===== src/rtl/conv_frame_regs.vh =====
// Constants for the conversion control and frame sequencing block
`ifndef CONV_FRAME_REGS_VH
`define CONV_FRAME_REGS_VH
// ==========================================================================
// Averaging field encodings
`define AVG_NONE_CODE     2'b00
`define AVG_TWO_CODE      2'b10
`define AVG_FOUR_CODE     2'b11
`define AVG_RESET_VAL     2'b00
// ==========================================================================
// Timing, in ns, and clock period
`define CLK_PERIOD_NS     4
`define CONV_TIME_NS      200
`define RESET_PULSE_MIN_NS 40
`define PD_PULSE_MIN_NS   4000
`define RESET_WAKE_NS     400
`define PD_WAKE_NS        20000
`define CONV_CYCLES       ((`CONV_TIME_NS) / (`CLK_PERIOD_NS))
`define RESET_PULSE_CYCLES \
	(((`RESET_PULSE_MIN_NS) + (`CLK_PERIOD_NS) - 1) / (`CLK_PERIOD_NS))
`define PD_PULSE_CYCLES \
	(((`PD_PULSE_MIN_NS) + (`CLK_PERIOD_NS) - 1) / (`CLK_PERIOD_NS))
`define RESET_WAKE_CYCLES \
	(((`RESET_WAKE_NS) + (`CLK_PERIOD_NS) - 1) / (`CLK_PERIOD_NS))
`define PD_WAKE_CYCLES \
	(((`PD_WAKE_NS) + (`CLK_PERIOD_NS) - 1) / (`CLK_PERIOD_NS))
// ==========================================================================
// Default read protocol code (single lane, mode 0)
`define DEFAULT_READ_PROTOCOL 3'b000
`endif


===== src/rtl/conv_frame_ctrl.v =====
// Conversion control, averaging and frame sequencing with result FIFO
// Behaviour
// - Average code 10b: output mean of two samples, half the rate.
// - Two-sample mode: ready rises one ready delay after second start.
// - Average code 11b: output sum of four samples over four.
// - Four starts per result; ready one ready delay after the fourth.
// - Acquire entered at power-up, wake, async reset, conversion done.
// - Power-down/reset falling edge moves acquire into reset state.
// - Start rising edge in acquire begins an internally timed conversion.
// - Short low pulse: abort, restore defaults, acquire after reset wake.
// - Long low pulse: power down, reset; acquire after power-down wake.
// - After reset, default mode-0 single-lane configure and read protocol.
// - Zone 1 shifts out current sample; cycle is delay plus read.
// - Zone 2: host reads after delay; device gives previous sample.
// - Shared pin carries strobe while select low, ready while high.
`include "conv_frame_regs.vh"

// ==========================================================================
// Result FIFO
module result_fifo #(
	parameter WIDTH = 32,
	parameter DEPTH = 8,
	parameter AW    = 3
) (
	input  wire             clock,
	input  wire             rstn,
	input  wire             in_valid,
	output wire             in_ready,
	input  wire [WIDTH-1:0] in_data,
	output wire             out_valid,
	input  wire             out_ready,
	output wire [WIDTH-1:0] out_data
);
	reg [WIDTH-1:0] mem [0:DEPTH-1];
	reg [AW:0]      wr_q;
	reg [AW:0]      rd_q;
	wire            full;
	wire            empty;
	assign full      = (wr_q[AW-1:0] == rd_q[AW-1:0]) && (wr_q[AW] != rd_q[AW]);
	assign empty     = (wr_q == rd_q);
	assign in_ready  = !full;
	assign out_valid = !empty;
	assign out_data  = mem[rd_q[AW-1:0]];
	always @(posedge clock) begin
		if (in_valid && !full)
			mem[wr_q[AW-1:0]] <= in_data;
	end
	always @(posedge clock or negedge rstn) begin
		if (!rstn) begin
			wr_q <= {(AW+1){1'b0}};
			rd_q <= {(AW+1){1'b0}};
		end else begin
			if (in_valid && !full)
				wr_q <= wr_q + 1'b1;
			if (out_ready && !empty)
				rd_q <= rd_q + 1'b1;
		end
	end
endmodule // result_fifo

// ==========================================================================
// Conversion control top
module conv_frame_ctrl #(
	parameter RES             = 16,
	parameter PD_PULSE_CYCLES = `PD_PULSE_CYCLES,
	parameter PD_WAKE_CYCLES  = `PD_WAKE_CYCLES,
	parameter CW              = 16
) (
	input  wire            clock,
	input  wire            rstn,
	input  wire            conversion_start_pin,
	input  wire            powerdown_reset_n,
	input  wire            cs_n,
	input  wire [1:0]      avg_count_select,
	input  wire            zone2_select,
	input  wire            ready_mask,
	input  wire            strobe_in,
	input  wire [RES-1:0]  sample_a,
	input  wire [RES-1:0]  sample_b,
	output reg  [RES-1:0]  result_a_q,
	output reg  [RES-1:0]  result_b_q,
	output wire            result_valid,
	input  wire            result_ready,
	output wire            ready_strobe,
	output reg             acquire_state_q,
	output reg             convert_state_q,
	output reg             powered_down_q,
	output wire [2:0]      read_protocol
);
	// States, one-hot
	localparam [3:0] ST_ACQ  = 4'b0001;
	localparam [3:0] ST_CNV  = 4'b0010;
	localparam [3:0] ST_RST  = 4'b0100;
	localparam [3:0] ST_WAKE = 4'b1000;
	// Integer forms, cut to the counter width on purpose
	localparam integer  CONV_I  = `CONV_CYCLES;
	localparam integer  RWAKE_I = `RESET_WAKE_CYCLES;
	localparam integer  PPULS_I = PD_PULSE_CYCLES;
	localparam integer  PWAKE_I = PD_WAKE_CYCLES;
	localparam [CW-1:0] CONV_N  = CONV_I[CW-1:0];
	localparam [CW-1:0] RWAKE_N = RWAKE_I[CW-1:0];
	localparam [CW-1:0] PPULSE  = PPULS_I[CW-1:0];
	localparam [CW-1:0] PWAKE_N = PWAKE_I[CW-1:0];

	// ======================================================================
	// Pin synchronisers; a change counts when stages two and three agree
	reg [2:0] cst_s_q;
	reg [2:0] pdr_s_q;
	reg       cst_q;
	reg       pdr_q;
	wire      cst_rise;
	wire      pdr_fall;
	wire      pdr_rise;
	always @(posedge clock or negedge rstn) begin
		if (!rstn) begin
			cst_s_q <= 3'h0;
			pdr_s_q <= 3'h7;
			cst_q   <= 1'b0;
			pdr_q   <= 1'b1;
		end else begin
			cst_s_q <= {cst_s_q[1:0], conversion_start_pin};
			pdr_s_q <= {pdr_s_q[1:0], powerdown_reset_n};
			if (cst_s_q[1] == cst_s_q[2])
				cst_q <= cst_s_q[2];
			if (pdr_s_q[1] == pdr_s_q[2])
				pdr_q <= pdr_s_q[2];
		end
	end
	assign cst_rise = (cst_s_q[1] == cst_s_q[2]) && cst_s_q[2] && !cst_q;
	assign pdr_fall = (pdr_s_q[1] == pdr_s_q[2]) && !pdr_s_q[2] && pdr_q;
	assign pdr_rise = (pdr_s_q[1] == pdr_s_q[2]) && pdr_s_q[2] && !pdr_q;

	// ======================================================================
	// Mode and averaging helpers
	function [2:0] avg_need;
		input [1:0] code;
		begin
			case (code)
				`AVG_TWO_CODE:  avg_need = 3'h2;
				`AVG_FOUR_CODE: avg_need = 3'h4;
				default:        avg_need = 3'h1;
			endcase
		end
	endfunction

	function [RES-1:0] avg_div;
		input [RES+1:0] sum;
		input [1:0]     code;
		begin
			case (code)
				`AVG_TWO_CODE:  avg_div = sum[RES:1];
				`AVG_FOUR_CODE: avg_div = sum[RES+1:2];
				default:        avg_div = sum[RES-1:0];
			endcase
		end
	endfunction

	// Sign-extend two's complement sample to accumulator width
	function [RES+1:0] sext;
		input [RES-1:0] v;
		begin
			sext = {{2{v[RES-1]}}, v};
		end
	endfunction

	// ======================================================================
	// State machine
	reg [3:0]    state_q;
	reg [CW-1:0] cnt_q;
	reg [CW-1:0] low_q;
	reg [1:0]    avg_cfg_q;
	reg [2:0]    taken_q;
	reg [RES+1:0] acc_a_q;
	reg [RES+1:0] acc_b_q;
	reg          push_q;
	reg          ready_q;
	reg          cs_seen_q;
	wire         fifo_in_ready;
	wire [RES+1:0] sum_a;
	wire [RES+1:0] sum_b;
	wire         last_sample;
	assign sum_a = acc_a_q + sext(sample_a);
	assign sum_b = acc_b_q + sext(sample_b);
	assign last_sample = (taken_q + 3'h1) >= avg_need(avg_cfg_q);

	always @(posedge clock or negedge rstn) begin
		if (!rstn) begin
			state_q         <= ST_ACQ;
			cnt_q           <= {CW{1'b0}};
			low_q           <= {CW{1'b0}};
			avg_cfg_q       <= `AVG_RESET_VAL;
			taken_q         <= 3'h0;
			acc_a_q         <= {(RES+2){1'b0}};
			acc_b_q         <= {(RES+2){1'b0}};
			push_q          <= 1'b0;
			result_a_q      <= {RES{1'b0}};
			result_b_q      <= {RES{1'b0}};
			powered_down_q  <= 1'b0;
		end else begin
			push_q <= 1'b0;
			case (state_q)
				ST_ACQ: begin
					avg_cfg_q <= avg_count_select;
					if (pdr_fall) begin
						state_q <= ST_RST;
						low_q   <= {CW{1'b0}};
					end else if (cst_rise) begin
						state_q <= ST_CNV;
						cnt_q   <= CONV_N;
					end
				end
				ST_CNV: begin
					if (pdr_fall) begin
						state_q <= ST_RST;
						low_q   <= {CW{1'b0}};
					end else if (cnt_q <= 1 && (!last_sample || fifo_in_ready)) begin
						state_q <= ST_ACQ;
						if (last_sample) begin
							taken_q    <= 3'h0;
							acc_a_q    <= {(RES+2){1'b0}};
							acc_b_q    <= {(RES+2){1'b0}};
							result_a_q <= avg_div(sum_a, avg_cfg_q);
							result_b_q <= avg_div(sum_b, avg_cfg_q);
							push_q     <= 1'b1;
						end else begin
							taken_q <= taken_q + 3'h1;
							acc_a_q <= sum_a;
							acc_b_q <= sum_b;
						end
					end else if (cnt_q > 1) begin
						cnt_q <= cnt_q - 1'b1;
					end
				end
				ST_RST: begin
					// Abort work and restore defaults
					taken_q   <= 3'h0;
					acc_a_q   <= {(RES+2){1'b0}};
					acc_b_q   <= {(RES+2){1'b0}};
					avg_cfg_q <= `AVG_RESET_VAL;
					if (low_q != {CW{1'b1}})
						low_q <= low_q + 1'b1;
					if (low_q >= PPULSE)
						powered_down_q <= 1'b1;
					if (pdr_rise) begin
						state_q   <= ST_WAKE;
						cnt_q     <= (low_q >= PPULSE) ? PWAKE_N : RWAKE_N;
					end
				end
				ST_WAKE: begin
					if (pdr_fall) begin
						state_q <= ST_RST;
						low_q   <= {CW{1'b0}};
					end else if (cnt_q <= 1) begin
						state_q        <= ST_ACQ;
						powered_down_q <= 1'b0;
					end else begin
						cnt_q <= cnt_q - 1'b1;
					end
				end
				default: state_q <= ST_ACQ;
			endcase
		end
	end

	always @(posedge clock or negedge rstn) begin
		if (!rstn) begin
			acquire_state_q <= 1'b1;
			convert_state_q <= 1'b0;
		end else begin
			acquire_state_q <= (state_q == ST_ACQ);
			convert_state_q <= (state_q == ST_CNV);
		end
	end

	// ======================================================================
	// Result buffer; a full FIFO stalls the end of the conversion that completes a result
	result_fifo #(
		.WIDTH(2*RES),
		.DEPTH(8),
		.AW   (3)
	) u_fifo (
		.clock    (clock),
		.rstn     (rstn),
		.in_valid (push_q),
		.in_ready (fifo_in_ready),
		.in_data  ({result_a_q, result_b_q}),
		.out_valid(result_valid),
		.out_ready(result_ready),
		.out_data ()
	);

	// ======================================================================
	// Ready flag: rises on a new result, drops once select falls
	always @(posedge clock or negedge rstn) begin
		if (!rstn) begin
			ready_q   <= 1'b0;
			cs_seen_q <= 1'b1;
		end else begin
			cs_seen_q <= cs_n;
			if (push_q)
				ready_q <= 1'b1;
			else if (cs_seen_q && !cs_n)
				ready_q <= 1'b0;
		end
	end
	// Zone 2 reads the held previous result; ready may be masked
	assign ready_strobe = !cs_n ? strobe_in :
		(ready_q && !(ready_mask && zone2_select));
	assign read_protocol = `DEFAULT_READ_PROTOCOL;
endmodule // conv_frame_ctrl


===== config.mk =====
export PLATFORM = sky130hd
export DESIGN_NAME = conv_frame_ctrl
export DESIGN_NICKNAME = d
export VERILOG_FILES = /design/src/rtl/conv_frame_ctrl.v
export VERILOG_INCLUDE_DIRS = /design/src /design/src/rtl
export SDC_FILE = /design/constraint.sdc
export NUM_CORES = 1
export LEC_CHECK = 0
export BUFFER_PORTS_ARGS = -buffer_cell sky130_fd_sc_hd__buf_4
export CORE_MARGIN = 2
export CORE_UTILIZATION = 37
export CTS_CLUSTER_DIAMETER = 100
export CTS_CLUSTER_SIZE = 10
export DETAILED_ROUTE_END_ITERATION = 10
export PLACE_DENSITY = 0.56
export SYNTH_ARGS = -nofsm -noshare
export SYNTH_HDL_FRONTEND = slang
export SYNTH_SLANG_ARGS = --single-unit
export TNS_END_PERCENT = 10

===== constraint.sdc =====
create_clock -name clock -period 8 [get_ports clock]
set_input_delay 0.4 -clock clock [delete_from_list [all_inputs] [get_ports clock]]
set_output_delay 0.4 -clock clock [all_outputs]
set_load 0.03 [all_outputs]

==> results_dict.tcl <==
set metrics [dict create \
    antenna_found_initial 0 \
    avgSynthCellArea_sq_um 8.99 \
    ctsHoldBuffers 0 \
    holdWs_ns -0.0201 \
    yosysMostFrequentCell "dfrtp_1" \
    utilization_pct 44.2 \
    start_kind "flip-flop" \
    arrival_ns 4.28 \
    syn_inst 904 \
    gp_congestion 0.832 \
    grt_pass1_wl_um 34200 \
    rows 54 \
    synth_edf_count 0 \
    slew_headroom_pct 14.5 \
    insertion_delay_ns 0.42 \
    yosys-top-cells-area "dfrtp_1 (38%), ha_1 (7.2%), o21ai_0 (5.0%)" \
    fp.dieArea_sq_um 23200 \
    area_growth_pct 17.9 \
    crit_type "reg2reg" \
    setup_viol 0 \
    diodes 0 \
    netlist.area_leader.share_pct 38.2 \
    cts_buffers 17 \
    cts_root_buf "clkbuf_16" \
    r2r_cells 13 \
    grt_max_degree 81 \
    synth_flop_cell "dfrtp_1" \
    fin_crit_ns 3.92 \
    initial_core_util_pct 37.5 \
    outcome "finished, violations left" \
    rr_startpoint "avg_cfg_q[1]" \
    final_hold_viol_count 3 \
    synthesis.area_sq_um 8130 \
    synthTopCellsByCount "dfrtp_1 (124), nand2_1 (106), o21ai_0 (82)" \
    synth_warnings 0 \
    clk_path_buf_depth 2 \
    grt_pass1_vias 6717 \
    globalRouteOverflowTotal 0 \
    synth_top_area_cell "dfrtp_1" \
    irDropWorstVdd_mv 0.112 \
    die-height_um 152 \
    portBuffers 79 \
    clock.fmax_mhz 255 \
    viasPerCell 5.42 \
    slew_viol_final 0 \
    synth_cell_type_count 76 \
    yosysSeqAreaShare_pct 40.4 \
    ys_ff_latch 131 \
    pin_count 83 \
    cts_max_level 4 \
    p_leak_nw 4.47 \
    firstDrtPassIters 5 \
    hold_class "in2async" \
    cts_tree "yes" \
    drive_above_1_share_pct 14.0 \
    routedWlPerCell_um 16.1 \
    required_ns 8.36 \
    path_clk_slew_ns 0.06 \
    wl_um 20300 \
    worst_pin_slew_ns 1.28 \
    vias 6856 \
    grt_setup_unrepaired "false" \
    die_w_um 152 \
    cp_max_fo 33 \
    violations "negative hold slack" \
    drc_errors 0 \
    first_iter_violations 420 \
    postCtsResizedCells 0 \
    post-route-period-util_pct 49.1 \
    timing.max_cap.violations 0 \
    nets 1063 \
    final_area_sq_um 9590 \
    crit_start "avg_cfg_q[1]" \
    synth-async-reset-ratio_pct 100 \
    clock-sinks 131 \
    ant_nets 0 \
    cts_setup_buffers 0 \
    grt_usage_pct 17.8 \
    setup_tns_ns 0 \
    endpoint_kind "flip-flop" \
    fin_skew_ns 0.00977 \
    placed_area_sq_um 8980 \
    core_sq_um 21700 \
    dp_hpwl_um 14300 \
    power_density_nw_per_um2 307 \
]
report_power, final:
part	switching, mW	leakage (nW)	internal, mW
Sequential	0.119	1.64	0.805
Combinational	0.762	2.53	0.446
Clock	0.293	0.294	0.515
metal layers:
layer  share of wire, %  up-vias  track usage, %
met3                3.6       17            3.84
met2                 48      107            29.5
met1                 48     3298            24.1
met5                  0        -               0
met4               0.98        0            4.09
li1                   -     3434               -
state kept, by name (all words and copies together) (netlist names), 4 cells and up:
signal,cells
u_fifo.wr_q,4
state_q,4
acc_b_q,18
low_q,16
result_b_q,16
u_fifo.rd_q,4
cnt_q,16
acc_a_q,18
result_a_q,16
cell families after synthesis:
| group | synth area share [%] |
|---|---|
| xor+xnor | 5.02 |
| compound gates | 23.7 |
| other cells | 0.0461 |
| mux | 1.55 |
| flops | 40.4 |
| simple gates | 17.8 |
| buf+inv | 3.69 |
| fa+ha+maj | 7.73 |
worst paths after layout:
path	end	slack (ns)
min in group clock	cst_s_q[0]	0.08
worst max-delay path	acc_b_q[17]	4.08
worst min register to register	cst_s_q[1]	0.35
max in group asynchronous	push_q	6.87
worst min-delay path	acc_b_q[4]	-0.02
worst max register to register	acc_b_q[17]	4.08
per-stage QoR:
step	setup slack, ns	total power [mW]	std cells
final	4.08	2.94	1264
after global routing	3.69	3.16	1264
after CTS	4.05	2.96	1264
after detailed placement	4.07	2.14	1232
after global placement	4.24	2.13	1232
after floorplan	5.00	1.78	906
worst max-delay path, stage by stage (launching register included):
cell and delay (ns):
dfrtp_1 0.32, buf_4 0.30, clkinv_1 0.56, nor2_1 0.39, inv_1 0.15, ha_1 0.32, a21o_1 0.16, a21o_1 0.26
nor4_4 0.21, buf_4 0.42, nand3_1 0.12, or4_1 0.41, o211ai_1 0.12, a21o_1 0.10
area by class of cell:
cell class,count,area [sq um]
clock inverter,8,125
fill,2140,12100
tap,280,350
sequential,131,3290
clock buffer,24,482
multi-input combinational,699,4560
inverter,35,131
timing repair buffer,87,657
cell usage in the layout, fill, tap and decap left out, types with 11 or more instances in the layout:
| cell type | instances |
|---|---|
| buf_4 | 86 |
| xor2_1 | 16 |
| a211oi_1 | 14 |
| nand3_1 | 18 |
| nand2_1 | 106 |
| or3_1 | 14 |
| xnor2_1 | 28 |
| dfrtp_1 | 124 |
| a22o_1 | 33 |
| ha_1 | 47 |
| nor3_1 | 18 |
| inv_1 | 33 |
| o21ai_0 | 82 |
| clkbuf_16 | 17 |
| o31ai_1 | 11 |
| nand2b_1 | 14 |
| a21o_1 | 24 |
| nor2_1 | 70 |
| a21oi_1 | 55 |
Power figures use the tool's default switching activity.
